$ cat src/caller_id_pkg.sv
// constants and types shared by the caller identity serial port
`default_nettype none
package caller_id_pkg;
	localparam int CLOCK_PERIOD_NS = 20;
	localparam int SCLK_PULSE_NS = 500;
	localparam int SCLK_PULSE_CYCLES = (SCLK_PULSE_NS + CLOCK_PERIOD_NS - 1) / CLOCK_PERIOD_NS;
	localparam int WORD_READY_NS = 1000;
	localparam int WORD_READY_CYCLES = (WORD_READY_NS + CLOCK_PERIOD_NS - 1) / CLOCK_PERIOD_NS;
	localparam int BITS_PER_WORD = 8;
	localparam int FIFO_DEPTH = 8;
	localparam int COUNT_WIDTH = 8;
	localparam logic MODE_DEVICE_CLOCKED = 1'b0;
	localparam logic MODE_HOST_CLOCKED = 1'b1;
	localparam logic [COUNT_WIDTH-1:0] SCLK_PULSE_LAST = COUNT_WIDTH'(SCLK_PULSE_CYCLES - 1);
	localparam logic [COUNT_WIDTH-1:0] WORD_READY_LAST = COUNT_WIDTH'(WORD_READY_CYCLES - 1);
	localparam logic [2:0] LAST_BIT_INDEX = 3'h7;
	localparam logic [3:0] BITS_PER_WORD_COUNT = 4'h8;
	typedef enum logic [2:0]
	{
		M0_IDLE = 3'b001,
		M0_PULSE = 3'b010,
		M0_READY = 3'b100
	} m0_state_type;
endpackage
`default_nettype wire

$ cat src/caller_id_serial_port.sv
// byte fifo and serial output side of a caller identity receiver
`default_nettype none

// small synchronous fifo, one struct of state
module byte_fifo #(
	parameter int WIDTH = 8,
	parameter int DEPTH = 8
) (
	// clock and reset
	input wire logic i_clk,
	input wire logic i_rst,
	input wire logic i_flush,
	// fill side
	input wire logic i_in_valid,
	input wire logic [WIDTH-1:0] i_in_data,
	output logic o_in_ready,
	// drain side
	output logic o_out_valid,
	output logic [WIDTH-1:0] o_out_data,
	input wire logic i_out_ready
);
	localparam int AW = $clog2(DEPTH);
	typedef struct packed {
		logic [DEPTH-1:0][WIDTH-1:0] mem;
		logic [AW:0] wr;
		logic [AW:0] rd;
	} fifo_type;
	fifo_type s_q, s_d;
	logic [AW:0] used;

	assign used = s_q.wr - s_q.rd;
	assign o_in_ready = (used != (AW+1)'(DEPTH));
	assign o_out_valid = (used != '0);
	assign o_out_data = s_q.mem[s_q.rd[AW-1:0]];

	always_comb
	begin
		s_d = s_q;
		if (i_in_valid && o_in_ready)
		begin
			s_d.mem[s_q.wr[AW-1:0]] = i_in_data;
			s_d.wr = s_q.wr + 1'b1;
		end
		if (i_out_ready && o_out_valid)
			s_d.rd = s_q.rd + 1'b1;
		if (i_flush)
		begin
			s_d.wr = '0;
			s_d.rd = '0;
		end
	end

	always_ff @(posedge i_clk)
	begin
		if (i_rst)
			s_q <= '0;
		else
			s_q <= s_d;
	end
endmodule // byte_fifo

// How it works
// - mode input low selects 0, high 1
// - mode 0 drives shift clock, mode 1 receives
// - mode 0 presents each bit immediately, drops one arriving mid-pulse
// - mode 1 shifts on host clock rising edge
// - power down keeps only trigger path alive
// - demodulated bits accepted only while enabled
// - trigger output flags reversal or ringing
// - trigger output rises after rc interval
// - mode 0 word ready low after byte
// - mode 1 word ready marks byte available
// - carrier present low while in-band signal
// - interrupt low while trigger output low, word ready low or alert tone qualified
module caller_id_serial_port
	import caller_id_pkg::*;
(
	// clock and reset
	input wire logic I_CLOCK,
	input wire logic I_RESET,
	// control pins
	input wire logic I_MODE_SELECT,
	input wire logic I_POWER_DOWN_INPUT,
	input wire logic I_DEMOD_ENABLE,
	// demodulator and tone detector
	input wire logic I_DEMOD_BIT,
	input wire logic I_DEMOD_BIT_VALID,
	input wire logic I_IN_BAND_SIGNAL,
	input wire logic I_ALERT_DETECTED,
	// trigger pins
	input wire logic I_TRIGGER_INPUT,
	input wire logic I_TRIGGER_RC_TIMING,
	output logic O_TRIGGER_RC_TIMING,
	output logic O_TRIGGER_RC_TIMING_OE_N,
	output logic O_TRIGGER_OUTPUT,
	// three-wire port
	input wire logic I_SERIAL_SHIFT_CLOCK,
	output logic O_SERIAL_SHIFT_CLOCK,
	output logic O_SERIAL_SHIFT_CLOCK_OE_N,
	output logic O_DATA,
	output logic O_WORD_READY_N,
	output logic O_BUFFER_READY,
	// status pins
	output logic O_CARRIER_PRESENT_N,
	output logic O_ALERT_TONE_QUALIFIED,
	output logic O_INTERRUPT,
	output logic O_INTERRUPT_OE_N
);
	import caller_id_pkg::*;

	typedef struct packed {
		logic [1:0] mode_s;
		logic [1:0] power_down_input_s;
		logic [1:0] enable_s;
		logic [1:0] trig_s;
		logic [1:0] rc_s;
		logic [1:0] sclk_s;
		logic sclk_prev;
		m0_state_type m0;
		logic [COUNT_WIDTH-1:0] cnt;
		logic [2:0] bit_index;
		logic [7:0] asm_byte;
		logic [2:0] asm_cnt;
		logic asm_valid;
		logic [7:0] shreg;
		logic [3:0] left;
		logic data;
		logic sclk_out;
		logic word_ready_n;
		logic carrier_n;
		logic alert;
		logic trig_out;
		logic rc_drive;
	} state_type;

	state_type s_q, s_d;
	logic active, mode1, accept, edge_seen, pop, fifo_valid;
	logic [7:0] fifo_data;

	assign active = ~s_q.power_down_input_s[1];
	assign mode1 = (s_q.mode_s[1] == MODE_HOST_CLOCKED);
	assign accept = I_DEMOD_BIT_VALID && s_q.enable_s[1] && active;
	assign edge_seen = s_q.sclk_s[1] && !s_q.sclk_prev;
	assign pop = mode1 && active && (s_q.left == 4'h0) && !s_q.asm_valid;

	byte_fifo #(.WIDTH(8), .DEPTH(FIFO_DEPTH)) u_fifo (
		.i_clk(I_CLOCK),
		.i_rst(I_RESET),
		.i_flush(!active || !mode1),
		.i_in_valid(s_q.asm_valid),
		.i_in_data(s_q.asm_byte),
		.o_in_ready(O_BUFFER_READY),
		.o_out_valid(fifo_valid),
		.o_out_data(fifo_data),
		.i_out_ready(pop && fifo_valid)
	);

	always_comb
	begin
		s_d = s_q;
		s_d.mode_s = {s_q.mode_s[0], I_MODE_SELECT};
		s_d.power_down_input_s = {s_q.power_down_input_s[0], I_POWER_DOWN_INPUT};
		s_d.enable_s = {s_q.enable_s[0], I_DEMOD_ENABLE};
		s_d.trig_s = {s_q.trig_s[0], I_TRIGGER_INPUT};
		s_d.rc_s = {s_q.rc_s[0], I_TRIGGER_RC_TIMING};
		s_d.sclk_s = {s_q.sclk_s[0], I_SERIAL_SHIFT_CLOCK};
		s_d.sclk_prev = s_q.sclk_s[1];
		// discharge rc while trigger high, report once it recharges
		s_d.rc_drive = s_q.trig_s[1];
		s_d.trig_out = s_q.rc_s[1];
		s_d.carrier_n = ~(I_IN_BAND_SIGNAL && active);
		s_d.alert = I_ALERT_DETECTED && active;
		if (s_q.asm_valid && O_BUFFER_READY)
			s_d.asm_valid = 1'b0;
		if (!active)
		begin
			s_d.m0 = M0_IDLE;
			s_d.cnt = '0;
			s_d.bit_index = '0;
			s_d.asm_cnt = '0;
			s_d.asm_valid = 1'b0;
			s_d.left = '0;
			s_d.data = 1'b0;
			s_d.sclk_out = 1'b0;
			s_d.word_ready_n = 1'b1;
		end
		else if (!mode1)
		begin
			s_d.left = '0;
			s_d.asm_cnt = '0;
			case (s_q.m0)
				M0_IDLE, M0_READY:
				begin
					if (s_q.m0 == M0_READY)
					begin
						s_d.cnt = s_q.cnt + 1'b1;
						if (s_q.cnt == WORD_READY_LAST)
						begin
							s_d.word_ready_n = 1'b1;
							s_d.m0 = M0_IDLE;
						end
					end
					if (accept)
					begin
						s_d.data = I_DEMOD_BIT;
						s_d.sclk_out = 1'b1;
						s_d.word_ready_n = 1'b1;
						s_d.cnt = '0;
						s_d.m0 = M0_PULSE;
					end
				end
				M0_PULSE:
				begin
					s_d.cnt = s_q.cnt + 1'b1;
					if (s_q.cnt == SCLK_PULSE_LAST)
					begin
						s_d.sclk_out = 1'b0;
						s_d.cnt = '0;
						s_d.bit_index = s_q.bit_index + 1'b1;
						s_d.m0 = M0_IDLE;
						if (s_q.bit_index == LAST_BIT_INDEX)
						begin
							s_d.word_ready_n = 1'b0;
							s_d.m0 = M0_READY;
						end
					end
				end
				default:
					s_d.m0 = M0_IDLE;
			endcase
		end
		else
		begin
			s_d.m0 = M0_IDLE;
			s_d.sclk_out = 1'b0;
			s_d.bit_index = '0;
			if (accept)
			begin
				s_d.asm_byte = {I_DEMOD_BIT, s_q.asm_byte[7:1]};
				s_d.asm_cnt = s_q.asm_cnt + 1'b1;
				if (s_q.asm_cnt == LAST_BIT_INDEX)
					s_d.asm_valid = 1'b1;
			end
			if (pop && fifo_valid)
			begin
				s_d.shreg = fifo_data;
				s_d.data = fifo_data[0];
				s_d.left = BITS_PER_WORD_COUNT;
				s_d.word_ready_n = 1'b0;
			end
			else if (edge_seen && s_q.left != 4'h0)
			begin
				s_d.shreg = {1'b0, s_q.shreg[7:1]};
				s_d.data = s_q.shreg[1];
				s_d.left = s_q.left - 1'b1;
				s_d.word_ready_n = 1'b1;
			end
		end
	end

	always_ff @(posedge I_CLOCK)
	begin
		if (I_RESET)
		begin
			s_q <= '0;
			s_q.m0 <= M0_IDLE;
			s_q.word_ready_n <= 1'b1;
			s_q.carrier_n <= 1'b1;
			s_q.trig_out <= 1'b1;
			// rc pin idles charged, so no false trigger after reset
			s_q.rc_s <= 2'b11;
		end
		else
			s_q <= s_d;
	end

	assign O_TRIGGER_RC_TIMING = 1'b0;
	assign O_TRIGGER_RC_TIMING_OE_N = ~s_q.rc_drive;
	assign O_TRIGGER_OUTPUT = s_q.trig_out;
	assign O_SERIAL_SHIFT_CLOCK = s_q.sclk_out;
	assign O_SERIAL_SHIFT_CLOCK_OE_N = mode1;
	assign O_DATA = s_q.data;
	assign O_WORD_READY_N = s_q.word_ready_n;
	assign O_CARRIER_PRESENT_N = s_q.carrier_n;
	assign O_ALERT_TONE_QUALIFIED = s_q.alert;
	assign O_INTERRUPT = 1'b0;
	assign O_INTERRUPT_OE_N = ~(!s_q.trig_out || !s_q.word_ready_n || s_q.alert);

	chk_mode_select: assert property (@(posedge I_CLOCK) disable iff (I_RESET)
		!mode1 |=> (s_q.left == 4'h0) || mode1)
		else $error("mode 0 loaded a host shift word");
	chk_clock_drive: assert property (@(posedge I_CLOCK) disable iff (I_RESET)
		$rose(O_SERIAL_SHIFT_CLOCK) |-> !O_SERIAL_SHIFT_CLOCK_OE_N)
		else $error("shift clock pulsed while not driven");
	chk_bit_prompt: assert property (@(posedge I_CLOCK) disable iff (I_RESET)
		(accept && !mode1 && s_q.m0 == M0_IDLE)
		|=> (O_DATA == $past(I_DEMOD_BIT)) && O_SERIAL_SHIFT_CLOCK)
		else $error("mode 0 bit not presented at once");
	chk_host_shift: assert property (@(posedge I_CLOCK) disable iff (I_RESET)
		(mode1 && active && edge_seen && !pop && s_q.left > 4'h1)
		|=> O_DATA == $past(s_q.shreg[1]))
		else $error("host edge did not shift next bit");
	chk_power_down: assert property (@(posedge I_CLOCK) disable iff (I_RESET)
		!active |=> O_WORD_READY_N && O_CARRIER_PRESENT_N && !O_ALERT_TONE_QUALIFIED)
		else $error("outputs active in power down");
	chk_enable_gate: assert property (@(posedge I_CLOCK) disable iff (I_RESET)
		(!s_q.enable_s[1] && s_q.m0 == M0_IDLE) |=> s_q.m0 == M0_IDLE)
		else $error("bit accepted with demod disabled");
	chk_trigger_rc: assert property (@(posedge I_CLOCK) disable iff (I_RESET)
		(s_q.trig_s[1] && !s_q.rc_s[0]) |=> !O_TRIGGER_RC_TIMING_OE_N ##1 !O_TRIGGER_OUTPUT)
		else $error("trigger rc path wrong");
	chk_word_mark: assert property (@(posedge I_CLOCK) disable iff (I_RESET)
		(active && !mode1 && s_q.m0 == M0_PULSE && s_q.cnt == SCLK_PULSE_LAST
		&& s_q.bit_index == LAST_BIT_INDEX) |=> !O_WORD_READY_N && !O_SERIAL_SHIFT_CLOCK)
		else $error("word ready missing after eighth pulse");
	chk_byte_avail: assert property (@(posedge I_CLOCK) disable iff (I_RESET)
		(pop && fifo_valid) |=> !O_WORD_READY_N && (s_q.left == BITS_PER_WORD_COUNT))
		else $error("byte loaded without word ready");
	chk_carrier: assert property (@(posedge I_CLOCK) disable iff (I_RESET)
		(I_IN_BAND_SIGNAL && active) |=> !O_CARRIER_PRESENT_N)
		else $error("carrier present not shown");
	chk_interrupt_or: assert property (@(posedge I_CLOCK) disable iff (I_RESET)
		(!O_TRIGGER_OUTPUT || !O_WORD_READY_N || O_ALERT_TONE_QUALIFIED) |-> !O_INTERRUPT_OE_N)
		else $error("interrupt not asserted");
	chk_data_hold: assert property (@(posedge I_CLOCK) disable iff (I_RESET)
		(mode1 && active && !edge_seen && s_q.left != 4'h0) |=> $stable(O_DATA))
		else $error("mode 1 data moved without edge");
endmodule // caller_id_serial_port
`default_nettype wire

$ cat config.mk
export PLATFORM = sky130hd
export DESIGN_NAME = caller_id_serial_port
export DESIGN_NICKNAME = d
export VERILOG_FILES = /design/src/caller_id_pkg.sv /design/src/caller_id_serial_port.sv
export SDC_FILE = /design/constraint.sdc
export NUM_CORES = 1
export LEC_CHECK = 0
export BUFFER_PORTS_ARGS = -buffer_cell sky130_fd_sc_hd__clkbuf_2
export CAP_MARGIN = 30
export CORE_ASPECT_RATIO = 1.5
export CORE_UTILIZATION = 50
export DETAILED_ROUTE_END_ITERATION = 12
export GPL_TIMING_DRIVEN = 0
export PLACE_DENSITY = 0.64
export SETUP_SLACK_MARGIN = 0.02
export SLEW_MARGIN = 20
export SYNTH_ARGS = -nofsm -noshare
export SYNTH_HDL_FRONTEND = slang
export SYNTH_SLANG_ARGS = --single-unit
$ cat constraint.sdc
create_clock -name I_CLOCK -period 5.7 [get_ports I_CLOCK]
set_input_delay 1.425 -clock I_CLOCK [delete_from_list [all_inputs] [get_ports I_CLOCK]]
set_output_delay 1.425 -clock I_CLOCK [all_outputs]
set_load 0.1 [all_outputs]
==> reports/results.txt <==
TritonCTS Sinks - 129
highest attainable clock frequency - 223 MHz
post-synthesis cell type count - 56
aggregate negative setup slack - 0 ns
drt initial violations - 186
Pleak - 2.35 nW
height of the die - 134 um
nature of the critical path startpoint - flop
number of nets in the layout - 665
total routing usage reported by global routing - 23.2%
global-route wire length before repair - 21500 um
share of synthesized area occupied by flip-flops and latches - 44.7%
total area of sequential cells - 2580 sq um
crit-path max FO - 10
# DRC - 0
Clock transition at path regs - 0.06 ns
number of H-tree levels - 4
number of gates given a new drive strength after cts - 0
R2R Setup Slk - 2.58 ns
unrepaired setup endpoints after global routing - false
total clock buffers created by CTS - 17
CTS Hold Buffers Added - 0
synthesized area per cell - 9.65 sq um
worst setup path category - reg -> out
antenna violations before repair - 0
Slew Limit Fails - 0
post-DR vias/cell - 5.43
hold path startpoint - s_d[1]
via count of the first global-routing pass - 4397
leading post-synthesis cells by cell area - sky130_fd_sc_hd__dfxtp_1 (45%), sky130_fd_sc_hd__mux2i_1 (15%), sky130_fd_sc_hd__nor2_1 (6.8%)
destination of the worst register-to-register timing path - s_q[14]
PD cells - 312 nW/um^2
worst hold slack - 0.412 ns
worst vdd ir - 0.190 mV
combined area of the multi-input logic cells - 2970 sq um
largest net degree at the start of global routing - 17
worst-margin pin slew - 0.969 ns
number of warning messages in the yosys log - 0
area fraction of the dominant cell type after synthesis - 44.7%
Seq cells post-synth - 129
Crit. End Element - output pin
worst r2r src - u_fifo.s_q[4]
ys flop type - sky130_fd_sc_hd__dfxtp_1
Root Driver - sky130_fd_sc_hd__clkbuf_16
count of endpoints failing setup in the final report - 0
count of boundary I/O pins - 24
overflow left after global routing - 0
placeable core region - 11200 sq um
relative slew slack - 34.7%
final routed wire length divided by cell count - 16.5 um
most used standard cells in the synthesized netlist - sky130_fd_sc_hd__dfxtp_1 (129), sky130_fd_sc_hd__nor2_1 (105), sky130_fd_sc_hd__mux2i_1 (86), sky130_fd_sc_hd__nand2_1 (37), sky130_fd_sc_hd__a21oi_1 (26)
number of antenna repair diodes - 0
standard-cell row count - 47
final-layout fill cell count - 985
final clock period utilization by the worst path - 78.6%
Cells after Synth - 599
post-route ant nets - 0
worst hold endpoint - O_TRIGGER_OUTPUT
largest area contributor in the synthesized netlist - sky130_fd_sc_hd__dfxtp_1
fraction of layout instances using a drive strength above 1 - 14.3%
Worst Hold Class - reg -> reg
final wirelength - 13200 um
starting utilization of the core area - 51.7%
max-cap viol count - 0
maximum clock path buffer count - 2
floorplan die area - 12000 sq um
vias - 4342
Placer Congestion - 0.817
number of I/O port buffers - 21
final HPWL from detailed placement - 9430 um
worst reg2reg path depth - 10
Final Hold Fails - 0
setup bufs post-CTS - 0
worst skew pair latency - 0.42 ns
TritonCTS clock tree - built
worst hold path cell count - 1
post-synthesis cell area - 5780 sq um
time the final worst path needs with I/O delays and setup - 4.48 ns
CP Data Arrival Time - 3.05 ns
Synth async-reset ratio - 0%
most common cell in the synthesized netlist - sky130_fd_sc_hd__dfxtp_1
count of flip-flops with a built-in enable after synthesis - 0
CP required - 4.28 ns
horizontal extent of the die - 89.8 um
worst clock skew - 0.00582 ns
run status - finished, final reports clean
Area Overhead vs Synth - 15.5%
Detailed Routing Iterations Pass 1 - 4
[kinds of logic after synthesis]
| family | share of synthesized area [%] |
|---|---|
| XOR/XNOR | 2.88 |
| flip-flops | 44.7 |
| other | 0.0649 |
| AND/OR/NAND/NOR | 20.2 |
| multiplexers | 17.4 |
| adder cells (fa/ha/maj) | 2.81 |
| AO/OA/AOI/OAI | 7.99 |
| buffers and inverters | 3.92 |
[worst max path at each step]
stage	slack (ns)	start	depth (start not counted)	endpoint
2_1_floorplan	1.92	u_fifo.s_q[4]	8	O_BUFFER_READY
3_3_place_gp	1.63	u_fifo.s_q[4]	9	O_BUFFER_READY
3_5_place_dp	1.61	u_fifo.s_q[4]	9	O_BUFFER_READY
5_1_grt	1.00	u_fifo.s_q[4]	9	O_BUFFER_READY
4_1_cts	1.17	u_fifo.s_q[4]	9	O_BUFFER_READY
6_report	1.22	u_fifo.s_q[4]	9	O_BUFFER_READY
[report_power, final]
group	switching (W)	leakage, nW	internal (W)
Combinational	0.0000500	1.02	0.0000147
Clock	0.000414	0.291	0.000691
Sequential	0.00000334	1.04	0.000908
[sequential cells by signal (all words and copies together), names as in the netlist]
signal                     cells
O_DATA                         1
s_q                           41
O_SERIAL_SHIFT_CLOCK           1
O_CARRIER_PRESENT_N            1
O_TRIGGER_OUTPUT               1
u_fifo.s_q                    72
s_d                            9
O_ALERT_TONE_QUALIFIED         1
O_SERIAL_SHIFT_CLOCK_OE_N      1
O_WORD_READY_N                 1
[layout make-up]
cell class | count | area share (%)
Inverter | 14 | 0.787
Clock inverter | 14 | 2.70
Sequential cell | 129 | 38.7
Tap cell | 147 | 2.75
Clock buffer | 17 | 6.37
Timing Repair Buffer | 21 | 1.57
Buffer | 38 | 2.60
Multi-Input combinational cell | 419 | 44.5
[cells in the final DEF, fill, tap and decap left out, types with 5 or more instances in the layout]
cell type | synthesis | routed
sky130_fd_sc_hd__a211oi_1 | 8 | 8
sky130_fd_sc_hd__inv_1 | 13 | 13
sky130_fd_sc_hd__mux4_2 | 6 | 6
sky130_fd_sc_hd__nand2b_1 | 7 | 7
sky130_fd_sc_hd__clkbuf_1 | 18 | 18
sky130_fd_sc_hd__a21oi_1 | 26 | 26
sky130_fd_sc_hd__xnor2_1 | 14 | 14
sky130_fd_sc_hd__ha_1 | 13 | 13
sky130_fd_sc_hd__nor2b_1 | 19 | 19
sky130_fd_sc_hd__nor2_1 | 105 | 105
sky130_fd_sc_hd__nand3b_1 | 5 | 5
sky130_fd_sc_hd__buf_2 | 7 | 7
sky130_fd_sc_hd__clkbuf_2 | 0 | 21
sky130_fd_sc_hd__or3_1 | 5 | 5
sky130_fd_sc_hd__a2111oi_0 | 10 | 10
sky130_fd_sc_hd__a22o_1 | 5 | 5
sky130_fd_sc_hd__buf_1 | 9 | 9
sky130_fd_sc_hd__nor3_1 | 13 | 13
sky130_fd_sc_hd__xor2_1 | 5 | 5
sky130_fd_sc_hd__nand2_1 | 37 | 37
sky130_fd_sc_hd__mux2i_1 | 86 | 86
sky130_fd_sc_hd__clkbuf_16 | 0 | 17
sky130_fd_sc_hd__dfxtp_1 | 129 | 129
[through the flow]
step	utilization, %	setup WS [ns]	cells	instance area, sq um	total power (W)
final	59.8	1.22	799	6680	0.00208
after CTS	59.8	1.17	799	6680	0.00210
after global placement	54.3	1.63	768	6070	0.000996
after floorplan	-	1.92	600	5780	0.000979
after global routing	59.8	1.00	799	6680	0.00214
after detailed placement	54.3	1.61	768	6070	0.000996
[worst max-delay path, stage by stage, from the launching register on]
cell	delay (ns)
sky130_fd_sc_hd__dfxtp_1	0.33
sky130_fd_sc_hd__buf_2	0.23
sky130_fd_sc_hd__clkinv_1	0.28
sky130_fd_sc_hd__ha_1	0.30
sky130_fd_sc_hd__nor2b_2	0.16
sky130_fd_sc_hd__xnor2_1	0.16
sky130_fd_sc_hd__nor4_2	0.50
sky130_fd_sc_hd__buf_6	0.26
sky130_fd_sc_hd__inv_1	0.05
sky130_fd_sc_hd__clkbuf_2	0.36
[metal layers]
metal  track usage [%]  wire length [um]  vias to the layer above
met1              24.6              5270                     2069
met3              3.94               501                       23
met4              13.5               375                        0
met5                 0                 0                        -
met2              43.0              7030                       96
li1                  -                 -                     2154
Note: power is estimated with default switching activity, not from simulation.
